## src/design/deep_sleep_gate_consts.vh

```
// Constants for the deep-sleep clock gating register block.
`ifndef DEEP_SLEEP_GATE_CONSTS_VH
`define DEEP_SLEEP_GATE_CONSTS_VH

`define ADDR_W 12
`define DATA_W 32
`define UNIT_N 10
`define UNIT_IDX_W 4

`define OFS_DEEP_SLEEP_GATE_1 12'h124
`define OFS_IRQ_STATUS 12'h180
`define OFS_IRQ_MASK 12'h184
`define OFS_FAULT_INFO 12'h188

`define DEEP_SLEEP_GATE_1_RESET 32'h00000000
`define DEEP_SLEEP_GATE_1_WMASK 32'h070f0013
`define IRQ_MASK_RESET 3'h0
`define IRQ_STATUS_RESET 3'h0
`define IRQ_W 3
`define READ_ZERO 32'h00000000

`define BIT_ASYNC_SERIAL_0 0
`define BIT_ASYNC_SERIAL_1 1
`define BIT_SYNC_SERIAL_0 4
`define BIT_GP_COUNTER_0 16
`define BIT_GP_COUNTER_1 17
`define BIT_GP_COUNTER_2 18
`define BIT_GP_COUNTER_3 19
`define BIT_COMPARATOR_0 24
`define BIT_COMPARATOR_1 25
`define BIT_COMPARATOR_2 26

`define IRQ_BUS_FAULT 0
`define IRQ_DEEP_ENTER 1
`define IRQ_DEEP_EXIT 2

`define MODE_RUN 2'h0
`define MODE_SLEEP 2'h1
`define MODE_DEEP 2'h2

`define FAULT_COUNT_W 8
`define FAULT_IDX_LSB 0
`define FAULT_COUNT_LSB 8
`define FAULT_WRITE_BIT 16

`endif

```

## src/design/unit_clock_gate.v

```verilog
// Glitch-free clock gate for one peripheral unit.
`timescale 1ns/10ps
module unit_clock_gate (
	clk,
	reset_n,
	enableReq,
	enableOut,
	gatedClk
);
	input wire clk;
	input wire reset_n;
	input wire enableReq;
	output reg enableOut;
	output wire gatedClk;

	reg enableLow_r;

	// The enable is taken on the rising edge and handed to the gate on the falling edge.
	always @(posedge clk) begin
		if (!reset_n) begin
			enableOut <= 1'b0;
		end else begin
			enableOut <= enableReq;
		end
	end

	// Changing the gate only while the clock is low keeps the gated clock free of runt pulses.
	always @(negedge clk) begin
		if (!reset_n) begin
			enableLow_r <= 1'b0;
		end else begin
			enableLow_r <= enableOut;
		end
	end

	assign gatedClk = clk & enableLow_r;
endmodule // unit_clock_gate

```

## src/design/deep_sleep_clock_gate.v

```verilog
// Deep-sleep clock gating register with mode selection, bus fault detection and interrupt.
//
// The address-and-strobe port was chosen for this implementation.
`timescale 1ns/10ps
`include "deep_sleep_gate_consts.vh"

// Contract
// - Each writable bit is the clock enable of one unit, set means clocked and working, clear means stopped.
// - A read or write to a unit whose clock enable is clear is answered with a bus fault.
// - After reset every gating bit is zero so every unit starts unclocked.
// - This register's enables apply in deep sleep while companion registers govern run and sleep.
// - The sleep and deep-sleep registers are used only when automatic gating is selected, otherwise run gating applies.
// - Counter units 3, 2, 1 and 0 have their enables at bits 19, 18, 17 and 16, read/write, reset zero.
// - The synchronous serial unit 0 enable is at bit 4, read/write, reset zero.
// - The asynchronous serial units 1 and 0 have their enables at bits 1 and 0, read/write, reset zero.
// - Bits 31:27, 23:20, 15:5 and 3:2 are read-only, read zero and ignore writes.
// - Comparators 2, 1 and 0 have their enables at bits 26, 25 and 24, read/write, reset zero.
module deep_sleep_clock_gate (
	clk,
	reset_n,
	regAddr,
	regWrData,
	regWrStrobe,
	regRdStrobe,
	regRdData,
	runClockGate1,
	sleepClockGate1,
	autoSleepGatingSelect,
	sleepActive,
	deepSleepActive,
	unitAccess,
	unitAccessWrite,
	unitAccessIdx,
	busFault,
	unitClockEnable,
	unitGatedClk,
	irq
);
	input wire clk;
	input wire reset_n;
	input wire [`ADDR_W-1:0] regAddr;
	input wire [`DATA_W-1:0] regWrData;
	input wire regWrStrobe;
	input wire regRdStrobe;
	output reg [`DATA_W-1:0] regRdData;
	input wire [`DATA_W-1:0] runClockGate1;
	input wire [`DATA_W-1:0] sleepClockGate1;
	input wire autoSleepGatingSelect;
	input wire sleepActive;
	input wire deepSleepActive;
	input wire unitAccess;
	input wire unitAccessWrite;
	input wire [`UNIT_IDX_W-1:0] unitAccessIdx;
	output reg busFault;
	output wire [`UNIT_N-1:0] unitClockEnable;
	output wire [`UNIT_N-1:0] unitGatedClk;
	output wire irq;

	reg [`DATA_W-1:0] deepSleepClockGate1_r;
	reg [`IRQ_W-1:0] irqStatus_r;
	reg [`IRQ_W-1:0] irqStatus_nxt;
	reg [`IRQ_W-1:0] irqMask_r;
	reg [1:0] mode_r;
	reg [1:0] mode_nxt;
	reg [`UNIT_IDX_W-1:0] faultIdx_r;
	reg faultWrite_r;
	reg [`FAULT_COUNT_W-1:0] faultCount_r;
	reg [`DATA_W-1:0] selectedGate;
	reg [`DATA_W-1:0] readValue;
	wire [`UNIT_N-1:0] unitRequest;
	reg selEnable;
	wire faultNow;
	wire hitGate;
	wire hitStatus;
	wire hitMask;
	wire deepEnter;
	wire deepExit;
	wire gateWrite;
	wire maskWrite;
	wire statusRead;
	wire faultCountFull;
	wire [`DATA_W-1:0] gateWord;
	wire [`DATA_W-1:0] statusWord;
	wire [`DATA_W-1:0] maskWord;
	wire [`DATA_W-1:0] faultWord;
	wire reqAsyncSerial0;
	wire reqAsyncSerial1;
	wire reqSyncSerial0;
	wire reqGpCounter0;
	wire reqGpCounter1;
	wire reqGpCounter2;
	wire reqGpCounter3;
	wire reqComparator0;
	wire reqComparator1;
	wire reqComparator2;

	localparam MODE_RUN = `MODE_RUN;
	localparam MODE_SLEEP = `MODE_SLEEP;
	localparam MODE_DEEP = `MODE_DEEP;

	assign hitGate = (regAddr == `OFS_DEEP_SLEEP_GATE_1);
	assign hitStatus = (regAddr == `OFS_IRQ_STATUS);
	assign hitMask = (regAddr == `OFS_IRQ_MASK);

	// Strobes qualified by the decoded address.
	assign gateWrite = regWrStrobe && hitGate;
	assign maskWrite = regWrStrobe && hitMask;
	assign statusRead = regRdStrobe && hitStatus;

	// Only the documented enable bits take written data; reserved bits stay zero.
	always @(posedge clk) begin
		if (!reset_n) begin
			deepSleepClockGate1_r <= `DEEP_SLEEP_GATE_1_RESET;
		end else if (gateWrite) begin
			deepSleepClockGate1_r <= regWrData & `DEEP_SLEEP_GATE_1_WMASK;
		end
	end

	always @(posedge clk) begin
		if (!reset_n) begin
			irqMask_r <= `IRQ_MASK_RESET;
		end else if (maskWrite) begin
			irqMask_r <= regWrData[`IRQ_W-1:0];
		end
	end

	// Gating mode follows the power state only when automatic gating is selected.
	always @* begin
		mode_nxt = MODE_RUN;
		if (autoSleepGatingSelect) begin
			if (deepSleepActive) begin
				mode_nxt = MODE_DEEP;
			end else if (sleepActive) begin
				mode_nxt = MODE_SLEEP;
			end
		end
	end

	always @(posedge clk) begin
		if (!reset_n) begin
			mode_r <= MODE_RUN;
		end else begin
			mode_r <= mode_nxt;
		end
	end

	always @* begin
		case (mode_r)
			MODE_RUN: begin
				selectedGate = runClockGate1;
			end
			MODE_SLEEP: begin
				selectedGate = sleepClockGate1;
			end
			MODE_DEEP: begin
				selectedGate = deepSleepClockGate1_r;
			end
			default: begin
				selectedGate = runClockGate1;
			end
		endcase
	end

	assign deepEnter = (mode_nxt == MODE_DEEP) && (mode_r != MODE_DEEP);
	assign deepExit = (mode_nxt != MODE_DEEP) && (mode_r == MODE_DEEP);

	// Each unit takes its enable from its own bit of the selected word.
	assign reqAsyncSerial0 = selectedGate[`BIT_ASYNC_SERIAL_0];
	assign reqAsyncSerial1 = selectedGate[`BIT_ASYNC_SERIAL_1];
	assign reqSyncSerial0 = selectedGate[`BIT_SYNC_SERIAL_0];
	assign reqGpCounter0 = selectedGate[`BIT_GP_COUNTER_0];
	assign reqGpCounter1 = selectedGate[`BIT_GP_COUNTER_1];
	assign reqGpCounter2 = selectedGate[`BIT_GP_COUNTER_2];
	assign reqGpCounter3 = selectedGate[`BIT_GP_COUNTER_3];
	assign reqComparator0 = selectedGate[`BIT_COMPARATOR_0];
	assign reqComparator1 = selectedGate[`BIT_COMPARATOR_1];
	assign reqComparator2 = selectedGate[`BIT_COMPARATOR_2];

	// Unit order: async serial 0, 1, sync serial 0, counters 0 to 3, comparators 0 to 2.
	assign unitRequest = {
		reqComparator2,
		reqComparator1,
		reqComparator0,
		reqGpCounter3,
		reqGpCounter2,
		reqGpCounter1,
		reqGpCounter0,
		reqSyncSerial0,
		reqAsyncSerial1,
		reqAsyncSerial0
	};

	genvar g;
	generate
		for (g = 0; g < `UNIT_N; g = g + 1) begin : gateGen
			unit_clock_gate unit_clock_gate_inst (
				.clk(clk),
				.reset_n(reset_n),
				.enableReq(unitRequest[g]),
				.enableOut(unitClockEnable[g]),
				.gatedClk(unitGatedClk[g])
			);
		end
	endgenerate

	// An index beyond the unit count is treated as an unclocked unit.
	always @* begin
		selEnable = 1'b0;
		case (unitAccessIdx)
			4'h0: begin
				selEnable = unitClockEnable[0];
			end
			4'h1: begin
				selEnable = unitClockEnable[1];
			end
			4'h2: begin
				selEnable = unitClockEnable[2];
			end
			4'h3: begin
				selEnable = unitClockEnable[3];
			end
			4'h4: begin
				selEnable = unitClockEnable[4];
			end
			4'h5: begin
				selEnable = unitClockEnable[5];
			end
			4'h6: begin
				selEnable = unitClockEnable[6];
			end
			4'h7: begin
				selEnable = unitClockEnable[7];
			end
			4'h8: begin
				selEnable = unitClockEnable[8];
			end
			4'h9: begin
				selEnable = unitClockEnable[9];
			end
			default: begin
				selEnable = 1'b0;
			end
		endcase
	end
	assign faultNow = unitAccess && !selEnable;

	// Fault capture keeps the last faulting unit and a saturating count.
	assign faultCountFull = (faultCount_r == {`FAULT_COUNT_W{1'b1}});

	always @(posedge clk) begin
		if (!reset_n) begin
			busFault <= 1'b0;
		end else begin
			busFault <= faultNow;
		end
	end

	always @(posedge clk) begin
		if (!reset_n) begin
			faultIdx_r <= {`UNIT_IDX_W{1'b0}};
			faultWrite_r <= 1'b0;
		end else if (faultNow) begin
			faultIdx_r <= unitAccessIdx;
			faultWrite_r <= unitAccessWrite;
		end
	end

	always @(posedge clk) begin
		if (!reset_n) begin
			faultCount_r <= {`FAULT_COUNT_W{1'b0}};
		end else if (faultNow && !faultCountFull) begin
			faultCount_r <= faultCount_r + 1'b1;
		end
	end

	// A status read clears the bits, but an event in the same cycle still sets its bit.
	always @* begin
		irqStatus_nxt = irqStatus_r;
		if (statusRead) begin
			irqStatus_nxt = `IRQ_STATUS_RESET;
		end
		if (faultNow) begin
			irqStatus_nxt[`IRQ_BUS_FAULT] = 1'b1;
		end
		if (deepEnter) begin
			irqStatus_nxt[`IRQ_DEEP_ENTER] = 1'b1;
		end
		if (deepExit) begin
			irqStatus_nxt[`IRQ_DEEP_EXIT] = 1'b1;
		end
	end

	always @(posedge clk) begin
		if (!reset_n) begin
			irqStatus_r <= `IRQ_STATUS_RESET;
		end else begin
			irqStatus_r <= irqStatus_nxt;
		end
	end

	assign irq = |(irqStatus_r & irqMask_r);

	// Readable words; status, mask and fault words are padded with zeros to the bus width.
	assign gateWord = deepSleepClockGate1_r;
	assign statusWord = {{(`DATA_W-`IRQ_W){1'b0}}, irqStatus_r};
	assign maskWord = {{(`DATA_W-`IRQ_W){1'b0}}, irqMask_r};
	assign faultWord = {
		{(`DATA_W-`FAULT_WRITE_BIT-1){1'b0}},
		faultWrite_r,
		faultCount_r,
		{(`FAULT_COUNT_LSB-`UNIT_IDX_W){1'b0}},
		faultIdx_r
	};

	always @* begin
		readValue = `READ_ZERO;
		case (regAddr)
			`OFS_DEEP_SLEEP_GATE_1: begin
				readValue = gateWord;
			end
			`OFS_IRQ_STATUS: begin
				readValue = statusWord;
			end
			`OFS_IRQ_MASK: begin
				readValue = maskWord;
			end
			`OFS_FAULT_INFO: begin
				readValue = faultWord;
			end
			default: begin
				readValue = `READ_ZERO;
			end
		endcase
	end

	// Read data stands only in the cycle after the read strobe.
	always @(posedge clk) begin
		if (!reset_n) begin
			regRdData <= `READ_ZERO;
		end else if (regRdStrobe) begin
			regRdData <= readValue;
		end else begin
			regRdData <= `READ_ZERO;
		end
	end
endmodule // deep_sleep_clock_gate

```

## config.mk

```make
export PLATFORM = sky130hd
export DESIGN_NAME = deep_sleep_clock_gate
export DESIGN_NICKNAME = d
export VERILOG_FILES = /design/src/design/unit_clock_gate.v /design/src/design/deep_sleep_clock_gate.v
export VERILOG_INCLUDE_DIRS = /design/src /design/src/design
export SDC_FILE = /design/constraint.sdc
export NUM_CORES = 1
export LEC_CHECK = 0
export BUFFER_PORTS_ARGS = -buffer_cell sky130_fd_sc_hd__buf_2
export CAP_MARGIN = 20
export CORE_MARGIN = 2
export CORE_UTILIZATION = 50
export CTS_BUF_LIST = sky130_fd_sc_hd__clkbuf_4
export DETAILED_ROUTE_END_ITERATION = 10
export GPL_ROUTABILITY_DRIVEN = 0
export PLACE_DENSITY_LB_ADDON = 0.15
export SLEW_MARGIN = 20
export SYNTH_ARGS = -nofsm -noshare
export SYNTH_HDL_FRONTEND = slang
export SYNTH_SLANG_ARGS = --single-unit
export TNS_END_PERCENT = 50
```

## constraint.sdc

```tcl
create_clock -name clk -period 2.7 [get_ports clk]
set_input_delay 0.405 -clock clk [delete_from_list [all_inputs] [get_ports clk]]
set_output_delay 0.405 -clock clk [all_outputs]
set_load 0.02 [all_outputs]
```

-- Word level (Yosys, flattened, before mapping)
Cells that the tools add are included.
- bitwise gates (word level): 11
- add/subtract/negate cells: 1
- reductions and logical operators: 15
- multiplexer cells: 10
- equality and inequality tests: 19
- operators with widths (operator ; count):
    27-bit one-hot mux with 4 select lines ; 1
    27-bit one-hot mux with 2 select lines ; 1
    12-bit by 9-bit equality test with 1-bit output, second input constant ; 4
    4-bit by 3-bit equality test with 1-bit output, second input constant ; 4
    1-bit AND ; 10
    1-bit one-hot mux with 10 select lines ; 1
    8-bit by 1-bit adder with 8-bit output, second input constant ; 1
    4-bit by 2-bit equality test with 1-bit output, second input constant ; 2
    4-bit equality test, second input constant ; 2
    8-bit equality test, second input constant ; 1
    1-bit logical AND ; 7
    2-bit nonzero test ; 3
    2-bit equality test, second input constant ; 2
    4-bit by 1-bit equality test with 1-bit output, second input constant ; 1
    4-bit logical NOT ; 1
    1-bit 2-to-1 mux ; 4
    2-bit 2-to-1 mux ; 2
    2-bit inequality test, second input constant ; 2
    3-bit AND ; 1
    3-bit 2-to-1 mux ; 1
    3-bit OR reduction ; 1
    2-bit by 1-bit equality test with 1-bit output, second input constant ; 1
    1-bit logical NOT ; 2
    2-bit AND reduction ; 1
- output and inout bits: 54
- logic and storage cells: 87
- register bits after elaboration: 84
- bits of input ports: 121

-- Logic depth before layout (Yosys ltp)
- depth in word-level cells: 6
- mapped depth: 7
- gate-level depth less buffers: 6

-- Hierarchy
A second synthesis with hierarchy kept.
- cell total of the unflattened synthesis: 324
- area, all modules: 3055.4 um^2
- by module, submodules not included (module ; area an instance (um^2) ; seq. area each (um^2) ; cells an instance ; times used):
    deep_sleep_clock_gate ; 2429.8 ; 1041.0 ; 264 ; 1
    unit_clock_gate ; 62.6 ; 40.0 ; 6 ; 10

==> results by group <==
Status
  – Status: finished with violations
  – Failing checks: negative setup slack

Detailed routing
  – Final antenna-violating net count: 0
  – Initial DRC count: 88
  – Vias: 2569
  – Drt first pass iters: 4
  – Vias per Instance: 4.98
  – DR WL/cell: 12.8 um
  – Post-Route WL: 6600 um
  – Post-route DRC: 0

Cells and area
  – Final cell count without fillers: 516
  – Area of the multi-input gates: 1550 um^2
  – FF+latch area: 1440 um^2
  – Final Util: 61.5%
  – Synth-to-layout area growth: 19.7%
  – N_diodes: 0
  – Share of post-route cells with drive strength above 1: 33.3%
  – Final net count: 557
  – Fillers: 592

Clock tree
  – Setup Buffers After CTS: 0
  – Reg clk slew, reported paths: 120 ps
  – TritonCTS clock tree: yes
  – Cts hold-fix bufs: 0
  – Clk_lat worst skew: 560 ps

Worst setup path
  – Reg2Reg Depth: 1
  – Buf/Inv on CP: 1
  – Crit path DAT: 2460 ps
  – CP endpoint kind: output port
  – Startpoint types: flop
  – CP max FO: 1
  – Critical path's largest stage delay: 280 ps
  – Crit-path slowest cell: dfxtp_1
  – CP required: 2300 ps
  – Worst Setup Path Type: flop to output port
  – Crit path max-delay family: flip-flops
  – CP Cell Sequence: and2_1, buf_2
  – WP depth: 2

Timing
  – Final Hold Viols: 0
  – Setup TNS: -1450 ps
  – Clk_skew: 45.5 ps
  – Worst slew pin tran: 542 ps
  – RSZ-0062 raised after global routing: yes
  – Final Max Tran Viols: 0
  – Relative slew slack: 63.9%
  – Slack of the critical path: -167 ps
  – Final Setup Violations: 20

GRT
  – Largest net degree at the start of global routing: 57
  – GRT Resource Usage Total: 19.3%
  – First-pass GRT wire length: 10800 um
  – Total gr overflow: 0
  – Antenna violations before repair: 0
  – Vias in the first global route: 2442

Die
  – Num ports: 175
  – Die area: 7150 um^2
  – Cell Rows: 29
  – Starting Density: 51.4%
  – Die height: 84.6 um
  – Die Wd: 84.6 um
  – Core area: 6310 um^2

Logic synthesis
  – Post-synth EDFFs: 0
  – Main synth FF type: dfxtp_1
  – Synth warn: 0
  – Yosys top cell area share: 44.4%
  – Synth Area in XOR/XNOR: 0%
  – Main combinational cell family by area after synthesis: simple AND/OR/NAND/NOR gates
  – Multiplexer share of the synthesized area: 7.17%
  – Compound-Gate Fraction of Synth Area: 10.6%
  – Post-Synthesis Cells: 345
  – Synth top area cells: dfxtp_1 44%, and2_1 9.4%, buf_4 7.4%, mux2i_1 6.5%, nand2_1 3.8%
  – Average size of a mapped cell: 9.41 um^2
  – Yosys reg bits: 72
  – Sequential cell area fraction in the yosys report: 44.4%
  – FFs w/ async S/R, synth: 0%
  – Synth cell types: 46
  – Yosys top cell by area: dfxtp_1
  – Post-synthesis cell area: 3250 um^2
  – Adder-cell share of the synthesized area: 1.16%
  – Post-Synth Simple-Gate Area: 26.8%

Run
  – Max_cap viols: 0

Place
  – Detail Placement HPWL: 4830 um
  – Pre-CTS setup slack: 386 ps
  – Total placed cells including tap cells: 486
  – I/O Buffers: 97

Pwr
  – VDD IR max: 476 uV
  – Pwr dens: 584 nW/um^2
  – Leakage: 1.83 nW
  – Total power: 2.27 mW

Min path
  – Hold WC Path Type: primary input to flop
  – Hold Path Cell Cnt: 3
## routing by layer
metal	part of all wire (%)	track usage, %	up-vias
li1	-	-	1310
met1	45	24.1	1162
met2	46	28.6	85
met3	7.0	7.57	12
met4	1.6	10.2	0
met5	0	0	-
## cell usage in the layout (no fill, tap or decap), drive strengths merged, types with 2 or more instances in the layout
cell type  instances
a21oi              3
a221oi             2
a222oi             2
a22o               2
a22oi             13
and2              49
and3               3
buf              100
clkbuf            14
clkinv             3
conb              12
dfxtp             72
ha                 3
inv               17
mux2               2
mux2i             21
nand2             33
nand2b             6
nand3              9
nand4              2
nor2               8
nor2b             18
nor3               4
nor4               3
o21ai             16
or2                3
or3                3
or4b               2
## what timing repair did
item | in CTS | in global routing
hold endpoints to repair | 0 | 0
resized for setup | 12 | 16
pin swaps | 5 | 3
setup endpoints to repair | 20 | 20
## kinds of logic after synthesis
logic type	count (synthesis)
simple gates	147
compound gates	47
buf+inv	52
fa+ha+maj	3
flops	72
other cells	1
mux	23
## worst min-delay path: cells and delay by family
family                 cells  cell delay (ps)
buffers and inverters      1               70
multiplexers               1               50
AND/OR/NAND/NOR            1               90
## cells in the mapped netlist (all sizes together), types with 6 or more instances
library cell	n
nor2b	18
and2	49
dfxtp	72
nand3	9
mux2i	21
nor2	8
a22oi	13
nand2b	6
nand2	33
o21ai	16
buf	35
clkbuf	12
## report_power, final
part           internal (mW)  switching, mW  total (mW)
clock network          0.447          0.522       0.969
logic                 0.0807          0.108       0.189
registers               1.09         0.0185        1.11
## layout make-up
cell class	count	area share, %
clock buffers	24	5.44
well taps	77	2.48
inverters	4	0.386
clock inverters	17	2.90
multi-input cells	232	39.9
repair buffers	90	11.8
flip-flops and latches	72	37.1
## flip-flops by register name, summed over array words and instances, names as in the netlist
register	flops
faultWrite_r	1
busFault	1
faultCount_r	8
gateGen.unit_clock_gate_inst.enableLow_r	10
irqMask_r	3
gateGen.unit_clock_gate_inst.enableOut	10
deepSleepClockGate1_r	10
irqStatus_r	3
faultIdx_r	4
mode_r	2
regRdData	20
## final timing paths
check	to	startpoint	slack, ps
hold reg to reg	regRdData[0]	faultIdx_r[0]	480
setup / recovery	unitGatedClk[3]	gateGen[3].unit_clock_gate_inst.enableLow_r	-170
hold / removal	deepSleepClockGate1_r[4]	regWrData[4]	130
setup reg to reg	gateGen[9].unit_clock_gate_inst.enableLow_r	gateGen[9].unit_clock_gate_inst.enableOut	760
## stage by stage
| stage | cell area [um^2] | hold slack (ps) |
|---|---|---|
| 3_3_place_gp | 3590 | 448 |
| 2_1_floorplan | 3290 | 430 |
| 5_1_grt | 3880 | 125 |
| 4_1_cts | 3840 | 104 |
| 3_5_place_dp | 3590 | 454 |
| 6_report | 3880 | 130 |
(Power assumes the default switching activity.)
